### src/design/hsc_pkg.sv
// Package for the slot B hot-swap channel configuration block.
// Assumes one 20 MHz clock and an I2C engine that issues byte accesses.
//
// Notes on behaviour
// - 12 V fault time: code times 0.41 ms
// - 3.3 V fault time has its own code
// - Clear 12 V enable drives both gates low
// - 12 V interlock needs output below 100 mV
// - 12 V bleed resistor follows bleed bit
// - 3.3 V runs only with bit and pin
// - 3.3 V interlock needs output below 100 mV
// - 3.3 V bleed resistor follows bleed bit
// - Clear reverse-block bit forces block gate low
// - Pulldown test holds fast turn-off drivers on
// - Latch off, or retry after 100 fault times
// - 3.3 V fault stops 12 V unless disabled
// - 3.3 V retry holds 12 V until toggle
// - Reverse-block bit turns 3.3 V off on reverse
// - Inrush boost uses maximum limit until current drops
// - Slot A mask blocks status bits 3:0
// - Slot B mask blocks status bits 7:4
// - Fault flag sets on expiry, clears on read
// - Power-good flag read-clears only when above threshold
package hsc_pkg;

  localparam int unsigned CLK_PERIOD_NS = 50;
  localparam int unsigned FT_LSB_NS     = 410000;
  localparam int unsigned FT_TICK_CYC   = FT_LSB_NS / CLK_PERIOD_NS;
  localparam int unsigned FAST_OFF_NS   = 15000;
  localparam int unsigned FAST_OFF_CYC  = FAST_OFF_NS / CLK_PERIOD_NS;
  localparam int unsigned RETRY_MULT    = 100;

  localparam logic [7:0] ADDR_RAIL12_B = 8'h04;
  localparam logic [7:0] ADDR_RAIL3_B  = 8'h05;
  localparam logic [7:0] ADDR_SYS      = 8'h06;
  localparam logic [7:0] ADDR_IRQ      = 8'h07;

  localparam logic [7:0] RST_RAIL12_B = 8'h01;
  localparam logic [7:0] RST_RAIL3_B  = 8'h01;
  localparam logic [7:0] RST_SYS      = 8'h00;
  localparam logic [3:0] RST_IRQ_B    = 4'h5;
  localparam int unsigned IRQ_B_LSB   = 4;

  typedef struct packed {
    logic       bleed_connect;
    logic       discharge_interlock;
    logic       master_enable;
    logic [4:0] fault_time_code;
  } hsc_rail_cfg_t;

  typedef struct packed {
    logic cross_shutdown_disable;
    logic slot_b_irq_mask;
    logic slot_a_irq_mask;
    logic nonredundant_inrush_boost;
    logic low_rail_reverse_block_enable;
    logic spare;
    logic retry_after_fault;
    logic pulldown_test;
  } hsc_sys_cfg_t;

  typedef struct packed {
    logic       wr;
    logic       rd;
    logic [7:0] addr;
    logic [7:0] wdata;
  } hsc_reg_req_t;

  typedef struct packed {
    logic rail12_in_limit;
    logic rail3_in_limit;
    logic rail12_out_low;
    logic rail3_out_low;
    logic rail3_b_enable_pin;
    logic rail3_reverse;
    logic rail12_pg_ok;
    logic rail3_pg_ok;
  } hsc_sense_t;

endpackage

### src/design/hsc_fault_timer.sv
// One channel's fault timer with optional automatic retry.
// Assumes a one-cycle tick every fault-time LSB from the parent.
`timescale 1ns/100ps
`default_nettype none
module hsc_fault_timer #(
  parameter int unsigned RETRY_MULT = 100
) (
  input  wire logic       clock,
  input  wire logic       rst_n,
  input  wire logic       tick,
  input  wire logic       running,
  input  wire logic       enabled,
  input  wire logic       in_limit,
  input  wire logic [4:0] code,
  input  wire logic       retry_mode,
  output logic            expired,
  output logic            tripped,
  output logic            restart
);

  localparam int unsigned RW = $clog2(RETRY_MULT * 32);

  logic [4:0]    cnt_r;
  logic [4:0]    code_eff;
  logic [RW-1:0] rcnt_r;
  logic [RW-1:0] rlen;
  logic          trip_r;

  // Code zero behaves as one LSB so the channel stays protected
  assign code_eff = (code == 5'h00) ? 5'h01 : code;
  assign rlen     = RW'(code_eff) * RW'(RETRY_MULT);
  assign expired  = running && in_limit && tick && (cnt_r == code_eff - 5'h01);
  assign restart  = trip_r && retry_mode && tick && (rcnt_r == rlen - RW'(1));
  assign tripped  = trip_r;

  always_ff @(posedge clock) begin
    if (!rst_n) begin
      cnt_r  <= 5'h00;
      rcnt_r <= '0;
      trip_r <= 1'b0;
    end else begin
      if (!running || !in_limit) begin
        cnt_r <= 5'h00;
      end else if (tick) begin
        cnt_r <= cnt_r + 5'h01;
      end
      if (!trip_r || !retry_mode) begin
        rcnt_r <= '0;
      end else if (tick) begin
        rcnt_r <= rcnt_r + RW'(1);
      end
      if (expired) begin
        trip_r <= 1'b1;
      end else if (restart || !enabled) begin
        trip_r <= 1'b0;
      end
    end
  end

endmodule
`default_nettype wire

### src/design/hsc_cfg.sv
// Slot B channel configuration, gate control and status flags.
// Assumes an I2C engine on this clock giving one-cycle read and write
// strobes, and analog comparators arriving asynchronously on pins.
`timescale 1ns/100ps
`default_nettype none
module hsc_cfg #(
  parameter int unsigned TICK_CYCLES = hsc_pkg::FT_TICK_CYC,
  parameter int unsigned FAST_CYCLES = hsc_pkg::FAST_OFF_CYC
) (
  input  wire logic                clock,
  input  wire logic                rst_n,
  input  wire hsc_pkg::hsc_reg_req_t reg_req,
  output logic [7:0]               rd_data,
  input  wire hsc_pkg::hsc_sense_t sense,
  input  wire logic                rail12_b_reverse_block_enable,
  input  wire logic [3:0]          slot_a_flags,
  output logic                     rail12_b_pass_gate,
  output logic                     rail12_b_block_gate,
  output logic                     rail3_b_gate_drive,
  output logic                     rail12_b_bleed_on,
  output logic                     rail3_b_bleed_on,
  output logic                     rail12_b_fast_off,
  output logic                     pulldown_test_all,
  output logic                     rail12_b_limit_max,
  output logic                     interrupt_out_n
);

  localparam int unsigned TW = $clog2(TICK_CYCLES);
  localparam int unsigned FW = $clog2(FAST_CYCLES + 1);

  ////////////////////////////////////////////////////////////////////
  // Declarations

  hsc_pkg::hsc_rail_cfg_t cfg12_r;
  hsc_pkg::hsc_rail_cfg_t cfg3_r;
  hsc_pkg::hsc_sys_cfg_t  sys_r;
  hsc_pkg::hsc_sense_t    sn_r;
  hsc_pkg::hsc_sense_t    sn_nxt;

  logic [7:0]    s1_r;
  logic [7:0]    s2_r;
  logic [7:0]    s3_r;
  logic [TW-1:0] tick_cnt_r;
  logic          tick;
  logic [FW-1:0] fast_cnt_r;

  logic run12_r;
  logic run12_nxt;
  logic run3_r;
  logic run3_nxt;
  logic blk_r;
  logic gate3_r;
  logic lock12_r;
  logic lock12_nxt;
  logic inrush_r;
  logic inrush_nxt;
  logic seen_r;
  logic seen_nxt;
  logic limit_r;
  logic fast_r;
  logic ptest_r;
  logic bleed12_r;
  logic bleed3_r;
  logic irq_n_r;
  logic [7:0] rd_r;
  logic [7:0] rd_nxt;
  logic [3:0] flag_b_r;
  logic [3:0] flag_b_nxt;

  logic wr12;
  logic wr3;
  logic wrsys;
  logic rdirq;
  logic req12;
  logic req3;
  logic cross_kill;
  logic rev_kill;
  logic exp12;
  logic trip12;
  logic rst12;
  logic exp3;
  logic trip3;
  logic rst3;
  logic fall12;
  logic irq_any;
  logic [7:0] irq_reg;

  ////////////////////////////////////////////////////////////////////
  // Pin synchronisers: three stages, a change counts when 2 and 3 agree

  assign sn_nxt = hsc_pkg::hsc_sense_t'((~(s2_r ^ s3_r) & s3_r)
                | ((s2_r ^ s3_r) & sn_r));

  always_ff @(posedge clock) begin
    if (!rst_n) begin
      s1_r <= 8'h00;
      s2_r <= 8'h00;
      s3_r <= 8'h00;
      sn_r <= '0;
    end else begin
      s1_r <= sense;
      s2_r <= s1_r;
      s3_r <= s2_r;
      sn_r <= sn_nxt;
    end
  end

  ////////////////////////////////////////////////////////////////////
  // Fault-time base

  // Rounded down: a tick a shade short errs toward faster protection
  assign tick = (tick_cnt_r == TW'(TICK_CYCLES - 1));

  always_ff @(posedge clock) begin
    if (!rst_n || tick) begin
      tick_cnt_r <= '0;
    end else begin
      tick_cnt_r <= tick_cnt_r + TW'(1);
    end
  end

  ////////////////////////////////////////////////////////////////////
  // Register decode

  assign wr12  = reg_req.wr && (reg_req.addr == hsc_pkg::ADDR_RAIL12_B);
  assign wr3   = reg_req.wr && (reg_req.addr == hsc_pkg::ADDR_RAIL3_B);
  assign wrsys = reg_req.wr && (reg_req.addr == hsc_pkg::ADDR_SYS);
  assign rdirq = reg_req.rd && (reg_req.addr == hsc_pkg::ADDR_IRQ);

  assign irq_reg = {flag_b_r, slot_a_flags};

  assign rd_nxt =
      (reg_req.addr == hsc_pkg::ADDR_RAIL12_B) ? cfg12_r :
      (reg_req.addr == hsc_pkg::ADDR_RAIL3_B)  ? cfg3_r  :
      (reg_req.addr == hsc_pkg::ADDR_SYS)      ? sys_r   :
      (reg_req.addr == hsc_pkg::ADDR_IRQ)      ? irq_reg : 8'h00;

  always_ff @(posedge clock) begin
    if (!rst_n) begin
      cfg12_r <= hsc_pkg::RST_RAIL12_B;
      cfg3_r  <= hsc_pkg::RST_RAIL3_B;
      sys_r   <= hsc_pkg::RST_SYS;
      rd_r    <= 8'h00;
    end else begin
      if (wr12) begin
        cfg12_r <= reg_req.wdata;
      end
      if (wr3) begin
        cfg3_r <= reg_req.wdata;
      end
      // Spare bit is stored as written; software keeps it zero
      if (wrsys) begin
        sys_r <= reg_req.wdata;
      end
      if (reg_req.rd) begin
        rd_r <= rd_nxt;
      end
    end
  end

  ////////////////////////////////////////////////////////////////////
  // Fault timers

  hsc_fault_timer #(
    .RETRY_MULT (hsc_pkg::RETRY_MULT)
  ) u_timer12 (
    .clock      (clock),
    .rst_n      (rst_n),
    .tick       (tick),
    .running    (run12_r),
    .enabled    (cfg12_r.master_enable),
    .in_limit   (sn_r.rail12_in_limit),
    .code       (cfg12_r.fault_time_code),
    .retry_mode (sys_r.retry_after_fault),
    .expired    (exp12),
    .tripped    (trip12),
    .restart    (rst12)
  );

  hsc_fault_timer #(
    .RETRY_MULT (hsc_pkg::RETRY_MULT)
  ) u_timer3 (
    .clock      (clock),
    .rst_n      (rst_n),
    .tick       (tick),
    .running    (run3_r),
    .enabled    (cfg3_r.master_enable),
    .in_limit   (sn_r.rail3_in_limit),
    .code       (cfg3_r.fault_time_code),
    .retry_mode (sys_r.retry_after_fault),
    .expired    (exp3),
    .tripped    (trip3),
    .restart    (rst3)
  );

  ////////////////////////////////////////////////////////////////////
  // Channel control

  assign cross_kill = trip3 && !sys_r.cross_shutdown_disable;
  assign rev_kill = sys_r.low_rail_reverse_block_enable
                  && sn_r.rail3_reverse;

  assign req12 = cfg12_r.master_enable
               && !trip12
               && !cross_kill
               && !lock12_r
               && !sys_r.pulldown_test;
  // Interlock only gates turn-on; a running rail is not dropped
  assign run12_nxt = req12 && (run12_r || !cfg12_r.discharge_interlock
                   || sn_r.rail12_out_low);

  assign req3 = cfg3_r.master_enable
              && sn_r.rail3_b_enable_pin
              && !trip3
              && !rev_kill;
  assign run3_nxt = req3 && (run3_r || !cfg3_r.discharge_interlock
                  || sn_r.rail3_out_low);

  // Lock set by a 3.3 V retry wins over the enable going low
  assign lock12_nxt = (rst3 && !sys_r.cross_shutdown_disable)
                    || (lock12_r && cfg12_r.master_enable);

  assign fall12 = run12_r && !run12_nxt;

  assign inrush_nxt = (run12_nxt && !run12_r)
                    || (inrush_r && run12_nxt
                    && !(seen_r && !sn_r.rail12_in_limit));
  assign seen_nxt = inrush_nxt && (seen_r || sn_r.rail12_in_limit);

  always_ff @(posedge clock) begin
    if (!rst_n) begin
      run12_r  <= 1'b0;
      run3_r   <= 1'b0;
      blk_r    <= 1'b0;
      gate3_r  <= 1'b0;
      lock12_r <= 1'b0;
      inrush_r <= 1'b0;
      seen_r   <= 1'b0;
      limit_r  <= 1'b0;
    end else begin
      run12_r  <= run12_nxt;
      run3_r   <= run3_nxt;
      blk_r    <= run12_nxt && rail12_b_reverse_block_enable;
      gate3_r  <= run3_nxt;
      lock12_r <= lock12_nxt;
      inrush_r <= inrush_nxt;
      seen_r   <= seen_nxt;
      limit_r  <= inrush_nxt && sys_r.nonredundant_inrush_boost;
    end
  end

  ////////////////////////////////////////////////////////////////////
  // Fast turn-off and bleed

  // Drivers are short-lived by design; the test bit defeats the limit
  always_ff @(posedge clock) begin
    if (!rst_n) begin
      fast_cnt_r <= '0;
      fast_r     <= 1'b0;
      ptest_r    <= 1'b0;
      bleed12_r  <= 1'b0;
      bleed3_r   <= 1'b0;
    end else begin
      if (fall12) begin
        fast_cnt_r <= FW'(FAST_CYCLES);
      end else if (fast_cnt_r != '0) begin
        fast_cnt_r <= fast_cnt_r - FW'(1);
      end
      fast_r    <= sys_r.pulldown_test || fall12 || (fast_cnt_r > FW'(1));
      ptest_r   <= sys_r.pulldown_test;
      bleed12_r <= cfg12_r.bleed_connect;
      bleed3_r  <= cfg3_r.bleed_connect;
    end
  end

  ////////////////////////////////////////////////////////////////////
  // Slot B status flags and interrupt

  // Order {3.3 fault, 3.3 good, 12 fault, 12 good}; set beats read-clear
  assign flag_b_nxt[0] = !sn_r.rail12_pg_ok
                       || (flag_b_r[0] && !rdirq);
  assign flag_b_nxt[1] = exp12 || (flag_b_r[1] && !rdirq);
  assign flag_b_nxt[2] = !sn_r.rail3_pg_ok
                       || (flag_b_r[2] && !rdirq);
  assign flag_b_nxt[3] = exp3 || (flag_b_r[3] && !rdirq);

  assign irq_any = (|(slot_a_flags & {4{!sys_r.slot_a_irq_mask}}))
                 || (|(flag_b_r & {4{!sys_r.slot_b_irq_mask}}));

  always_ff @(posedge clock) begin
    if (!rst_n) begin
      flag_b_r <= hsc_pkg::RST_IRQ_B;
      irq_n_r  <= 1'b1;
    end else begin
      flag_b_r <= flag_b_nxt;
      irq_n_r  <= !irq_any;
    end
  end

  ////////////////////////////////////////////////////////////////////
  // Outputs

  assign rd_data             = rd_r;
  assign rail12_b_pass_gate  = run12_r;
  assign rail12_b_block_gate = blk_r;
  assign rail3_b_gate_drive  = gate3_r;
  assign rail12_b_bleed_on   = bleed12_r;
  assign rail3_b_bleed_on    = bleed3_r;
  assign rail12_b_fast_off   = fast_r;
  assign pulldown_test_all   = ptest_r;
  assign rail12_b_limit_max  = limit_r;
  assign interrupt_out_n     = irq_n_r;
endmodule
`default_nettype wire

### config.mk
export PLATFORM = sky130hd
export DESIGN_NAME = hsc_cfg
export DESIGN_NICKNAME = d
export VERILOG_FILES = /design/src/design/hsc_pkg.sv /design/src/design/hsc_fault_timer.sv /design/src/design/hsc_cfg.sv
export SDC_FILE = /design/constraint.sdc
export NUM_CORES = 1
export LEC_CHECK = 0
export BUFFER_PORTS_ARGS = -buffer_cell sky130_fd_sc_hd__buf_2
export CAP_MARGIN = 15
export CORE_UTILIZATION = 45
export CTS_CLUSTER_DIAMETER = 50
export DETAILED_ROUTE_END_ITERATION = 8
export PLACE_DENSITY = 0.63
export SYNTH_ARGS = -nofsm -noshare
export SYNTH_HDL_FRONTEND = slang
export SYNTH_SLANG_ARGS = --single-unit
### constraint.sdc
create_clock -name clock -period 9.35 [get_ports clock]
set_clock_uncertainty 0.2 [all_clocks]
set_input_delay 1.87 -clock clock [delete_from_list [all_inputs] [get_ports clock]]
set_output_delay 1.87 -clock clock [all_outputs]
set_load 0.03 [all_outputs]
==> results.sh, run 1 <==
export IMPL_outcome="finished clean"
export IMPL_clkSlewWorstSetupHoldPaths_ps=60
export IMPL_vias=5672
export IMPL_finalHoldViolCount=0
export IMPL_ys_ff_latch=139
export IMPL_firstDrtPassIters=5
export IMPL_track_usage_pct=20.3
export IMPL_final_cell_mix="139 x dfxtp_1, 102 x nor2_1, 60 x nand2_1"
export IMPL_vias_per_cell=5.30
export IMPL_critical_path_required_ps=9460
export IMPL_cts_root_buf="clkbuf_16"
export IMPL_arrival_ps=4540
export IMPL_worst_slew_pin_slew_ps=644
export IMPL_postCtsSetupBuffers=0
export IMPL_vdd_drop_max_mv=0.123
export IMPL_p_sw_mw=0.356
export IMPL_ff_latch_area_sq_um=2780
export IMPL_slew_violations=0
export IMPL_power_internal_mw=1.04
export IMPL_path_class="reg -> reg"
export IMPL_finalNetCount=917
export IMPL_setup_viol=0
export IMPL_clock_power_share_pct=46.4
export IMPL_die_area_sq_um=16200
export IMPL_grt_max_degree=49
export IMPL_multi_input_area_sq_um=4020
export IMPL_synth_flop_cell="dfxtp_1"
export IMPL_pin_count=50
export IMPL_num_antenna_cells=0
export IMPL_async_flop_share_pct=0
export IMPL_antenna_found_initial=0
export IMPL_fillers=1459
export IMPL_design_core_area_sq_um=15300
export IMPL_critPathCaptureType="register"
export IMPL_synth_cells=817
export IMPL_port_buffer_count=49
export IMPL_ant_nets=0
export IMPL_first_global_vias=5326
export IMPL_cts_resized=0
export IMPL_final_common_cell="dfxtp_1"
export IMPL_syn_to_final_growth_pct=13.2
export IMPL_rrSetupSlack_ps=4920
export IMPL_post_dp_hpwl_um=10900
export IMPL_synth_nets=887
export IMPL_leakage_nw=3.25
export IMPL_cap_violations=0
export IMPL_rsz0062_at_grt="false"
export IMPL_drive_gt1_share_pct=11.5
export IMPL_slew_headroom_pct=57.0
export IMPL_final_min_clock_period_ps=4430
export IMPL_netlist_area_sq_um=7080
export IMPL_switching_share_pct=25.5
export IMPL_drt_iter0_markers=422
export IMPL_grt_ovfl_total=0
export IMPL_cts_max_level=4
export IMPL_worstSetupStartpointType="register"
export IMPL_drc=0
export IMPL_seqPwrFrac_pct=44.9
export IMPL_avgSynthCellArea_sq_um=8.67
export IMPL_hp_class="reg -> reg"
export IMPL_rows=45
export IMPL_fmax_ghz=0.226
export IMPL_fp_dieH_um=127
export IMPL_crit_fanout=16
export IMPL_synth_edff_count=0
export IMPL_post_dp_cell_area_sq_um=7450
export IMPL_die_w_um=127
export IMPL_gp_congestion=0.815
export IMPL_cts_buffer_depth=2
export IMPL_comb_power_share_pct=8.7
export IMPL_stdcell_area_sq_um=8020
export IMPL_setup_tns_final_ps=0
export IMPL_drt_total_wl_um=15400
export IMPL_yosysSeqAreaShare_pct=39.3
export IMPL_period_share_pct=47.3
export IMPL_cts_tree="built"
export IMPL_initial_core_util_pct=46.4
export IMPL_grt_first_pass_wirelength_um=26100
export IMPL_holdBufCountCts=0
export IMPL_ys_types=67
export IMPL_clock_latency_ps=420
export IMPL_power_per_cell_area_nw_per_um2=174
export IMPL_cts_buffers=17
export IMPL_wl_per_cell_um=14.3
export IMPL_synth_warnings=0
export IMPL_cts_num_sinks=139
## stage by stage
step	utilization (%)	total power, mW	setup WS [ps]	hold slack (ps)	std cells
after detailed placement	48.8	0.762	4950	197	1039
after global routing	52.6	1.46	4550	221	1071
final	52.6	1.40	4920	209	1071
after floorplan	-	0.730	5340	178	817
after CTS	52.6	1.42	4940	214	1071
after global placement	48.8	0.761	5080	194	1039
## critical path: stages, from the launching register on
cell and delay (ps):
dfxtp_1 670, nor4_1 130, nor2_1 320, ha_1 350
ha_1 300, ha_1 190, inv_1 70, fa_1 590
nand2b_1 120, nand4b_1 270, xor2_1 210, xnor2_1 140
a2111o_1 420, o311a_1 340
## layout make-up
type | count | share of cell area (%)
multi-input cells | 610 | 50.2
repair buffers | 54 | 3.53
inverters | 25 | 1.17
well taps | 211 | 3.29
clock buffers | 19 | 5.52
flip-flops and latches | 139 | 34.7
clock inverters | 13 | 1.64
## cells by family after synthesis
logic type	share of synthesized area (%)
compound gates	11.6
fa+ha+maj	6.75
simple gates	23.5
flops	39.3
xor+xnor	11.2
mux	3.76
buf+inv	3.92
## state kept, by name, indices dropped and copies added (netlist names), 9 cells and up, named ones only
| register | flops |
|---|---|
| tick_cnt_r | 14 |
| u_timer12.rcnt_r | 12 |
| u_timer3.rcnt_r | 12 |
| fast_cnt_r | 9 |
## per-layer routing
| layer | wire length [um] | track usage (%) | part of all wire, % |
|---|---|---|---|
| met4 | 307 | 8.40 | 2.0 |
| met3 | 632 | 4.48 | 4.1 |
| met1 | 7470 | 26.8 | 49 |
| met2 | 6950 | 32.1 | 45 |
| met5 | 0 | 0 | 0 |
## worst paths after layout
kind / start / endpoint / cells past startpoint
max: cfg3_r[3] / u_timer3.tripped / 13
min reg2reg: register / flag_b_r[2] / 1
max reg2reg: cfg3_r[3] / u_timer3.tripped / 13
min: register / flag_b_r[2] / 1
## cell usage after synthesis, types with 3 or more instances
library cell	n	area share (%)
dfxtp_1	139	39
nor2_1	102	5.4
nand2_1	60	3.2
xor2_1	54	6.7
a21oi_1	45	3.2
and2_1	35	3.1
ha_1	35	6.2
clkbuf_1	34	1.8
xnor2_1	34	4.2
nand3_1	32	2.3
o21ai_0	28	2.0
inv_1	25	1.3
mux2i_1	21	3.0
nand4_1	19	1.7
nor3_1	12	0.85
and3_1	10	0.88
nand2b_1	10	0.88
or3_1	10	0.88
a211oi_1	9	0.95
a22oi_1	8	0.85
buf_2	6	0.42
nor4_1	6	0.53
a31oi_1	5	0.44
mux2_2	5	0.79
nand3b_1	5	0.53
a21o_1	4	0.42
nand4b_1	4	0.49
a221oi_1	3	0.37
nor3b_1	3	0.32
nor4b_1	3	0.37
o211ai_1	3	0.32
o21a_1	3	0.32
## power groups by stage
stage	logic, mW	registers, mW	clock network, mW
6_report	0.122	0.628	0.650
5_1_grt	0.137	0.631	0.689
4_1_cts	0.122	0.628	0.665
3_5_place_dp	0.122	0.640	0
3_3_place_gp	0.120	0.640	0
2_1_floorplan	0.0846	0.646	0
Power figures use the tool's default switching activity.
==> run 2: changes to the inputs <==
==> constraint.sdc (replaced) <==
create_clock -name clock -period 4.6 [get_ports clock]
set_clock_uncertainty 0.2 [all_clocks]
set_input_delay 0.92 -clock clock [delete_from_list [all_inputs] [get_ports clock]]
set_output_delay 0.92 -clock clock [all_outputs]
set_load 0.03 [all_outputs]
==> run 2 against run 1 <==
Via count hardly changed; routed wire length about the same; non-clock buffer count grew 7; global-route usage shrank 0.12 points; largest cell class unchanged.
==> results.sh, run 2 (synthesized netlist as in run 1, its figures left out) <==
export IMPL_grt_ovfl_total=0
export IMPL_top_register="tick_cnt_r"
export IMPL_power_internal_mw=2.12
export IMPL_antenna_found_initial=0
export IMPL_slew_headroom_pct=29.8
export IMPL_rows=45
export IMPL_pre_cts_slack_ps=300
export IMPL_port_buffer_count=49
export IMPL_finalNonFillerCells=1078
export IMPL_grt_first_pass_wirelength_um=26000
export IMPL_ant_nets=0
export IMPL_ff_latch_area_sq_um=2780
export IMPL_finalHoldViolCount=0
export IMPL_outcome="finished clean"
export IMPL_cts_num_sinks=139
export IMPL_critPathCaptureType="register"
export IMPL_setup_viol=0
export IMPL_gp_congestion=0.821
export IMPL_num_antenna_cells=0
export IMPL_arrival_ps=4360
export IMPL_finalNetCount=924
export IMPL_cts_buffer_depth=2
export IMPL_seqPwrFrac_pct=44.5
export IMPL_cts_root_buf="clkbuf_16"
export IMPL_grt_max_degree=42
export IMPL_stdcell_area_sq_um=8080
export IMPL_track_usage_pct=20.2
export IMPL_postCtsSetupBuffers=0
export IMPL_vias_per_cell=5.26
export IMPL_cts_buffers=17
export IMPL_fillers=1460
export IMPL_drive_gt1_share_pct=12.3
export IMPL_vdd_drop_max_mv=0.247
export IMPL_hp_class="reg -> reg"
export IMPL_path_class="reg -> reg"
export IMPL_final_min_clock_period_ps=4240
export IMPL_critical_path_required_ps=4720
export IMPL_clock_latency_ps=430
export IMPL_largest_reg_flops=14
export IMPL_worstSetupStartpointType="register"
export IMPL_drt_total_wl_um=15400
export IMPL_drt_iter0_markers=322
export IMPL_vias=5670
export IMPL_rsz0062_at_grt="false"
export IMPL_fmax_ghz=0.236
export IMPL_p_sw_mw=0.749
export IMPL_fp_dieH_um=127
export IMPL_pin_count=50
export IMPL_final_cell_mix="139 x dfxtp_1, 102 x nor2_1, 60 x nand2_1"
export IMPL_setup_tns_final_ps=0
export IMPL_cap_violations=0
export IMPL_first_global_vias=5277
export IMPL_reg_largest_list="tick_cnt_r: 14 flops, u_timer12.rcnt_r: 12 flops, u_timer3.rcnt_r: 12 flops"
export IMPL_initial_core_util_pct=46.4
export IMPL_place_inst=1046
export IMPL_crit_fanout=7
export IMPL_worst_slew_pin_slew_ps=1050
export IMPL_comb_power_share_pct=8.8
export IMPL_post_dp_cell_area_sq_um=7500
export IMPL_final_common_cell="dfxtp_1"
export IMPL_die_area_sq_um=16200
export IMPL_design_core_area_sq_um=15300
export IMPL_multi_input_area_sq_um=4030
export IMPL_leakage_nw=3.28
export IMPL_slew_violations=0
export IMPL_setup_ws_ps=357
export IMPL_holdBufCountCts=0
export IMPL_period_share_pct=92.2
export IMPL_wl_per_cell_um=14.3
export IMPL_cts_resized=0
export IMPL_clock_power_share_pct=46.7
export IMPL_power_per_cell_area_nw_per_um2=355
export IMPL_die_w_um=127
export IMPL_cts_tree="built"
export IMPL_firstDrtPassIters=4
export IMPL_cts_max_level=4
export IMPL_drc=0
export IMPL_power_mw=2.87
export IMPL_clkSlewWorstSetupHoldPaths_ps=60
export IMPL_switching_share_pct=26.1
export IMPL_syn_to_final_growth_pct=14.1
export IMPL_post_dp_hpwl_um=11100
run 2: changes by cell type in the layout (fill, tap and decap cells not counted), sizes merged:
cell      before  now
buf           54   61
clkinv         4    2
clkinvlp       2    4
run 2: layout make-up:
| cell class | count | share of cell area (%) |
|---|---|---|
| multi-input cells | 610 | 49.9 |
| flip-flops and latches | 139 | 34.4 |
| clock buffers | 19 | 5.48 |
| repair buffers | 61 | 4.15 |
| well taps | 211 | 3.27 |
| clock inverters | 13 | 1.67 |
| inverters | 25 | 1.16 |
run 2: path summary, 6_finish.rpt:
check | start | to | slack [ps] | depth (start not counted)
setup / recovery | cfg3_r[1] | u_timer3.tripped | 360 | 13
setup reg to reg | cfg3_r[1] | u_timer3.tripped | 360 | 13
hold / removal | register | flag_b_r[2] | 210 | 1
hold reg to reg | register | flag_b_r[2] | 210 | 1
run 2: per-stage QoR:
| stage | hold WS [ps] | util, % |
|---|---|---|
| final | 211 | 53.0 |
| after global routing | 220 | 53.0 |
| after CTS | 215 | 52.9 |
| after detailed placement | 196 | 49.2 |
| after global placement | 187 | 49.2 |
| after floorplan | 178 | - |
run 2: power by group through the flow:
stage          Combinational, mW  Sequential, mW  Clock [mW]
2_1_floorplan              0.172            1.31           0
3_3_place_gp               0.249            1.30           0
3_5_place_dp               0.251            1.30           0
4_1_cts                    0.253            1.28        1.37
5_1_grt                    0.284            1.28        1.43
6_report                   0.253            1.28        1.34
run 2: per-layer routing:
layer	GRT usage [%]	wire [um]	vias to the layer above
met5	0	0	-
met4	6.79	177	0
met3	4.73	510	15
met2	32.5	7050	91
met1	26.5	7630	2670
li1	-	-	2894
run 2: critical path, cell delays in order (launching register included):
cell      delay, ps
dfxtp_1         380
nor4_2          360
nor2_1          170
ha_1            390
ha_1            300
ha_1            180
inv_1            60
fa_1            590
nand2b_1        120
nand4b_1        270
xor2_1          210
xnor2_1         140
a2111o_1        430
o311a_1         330
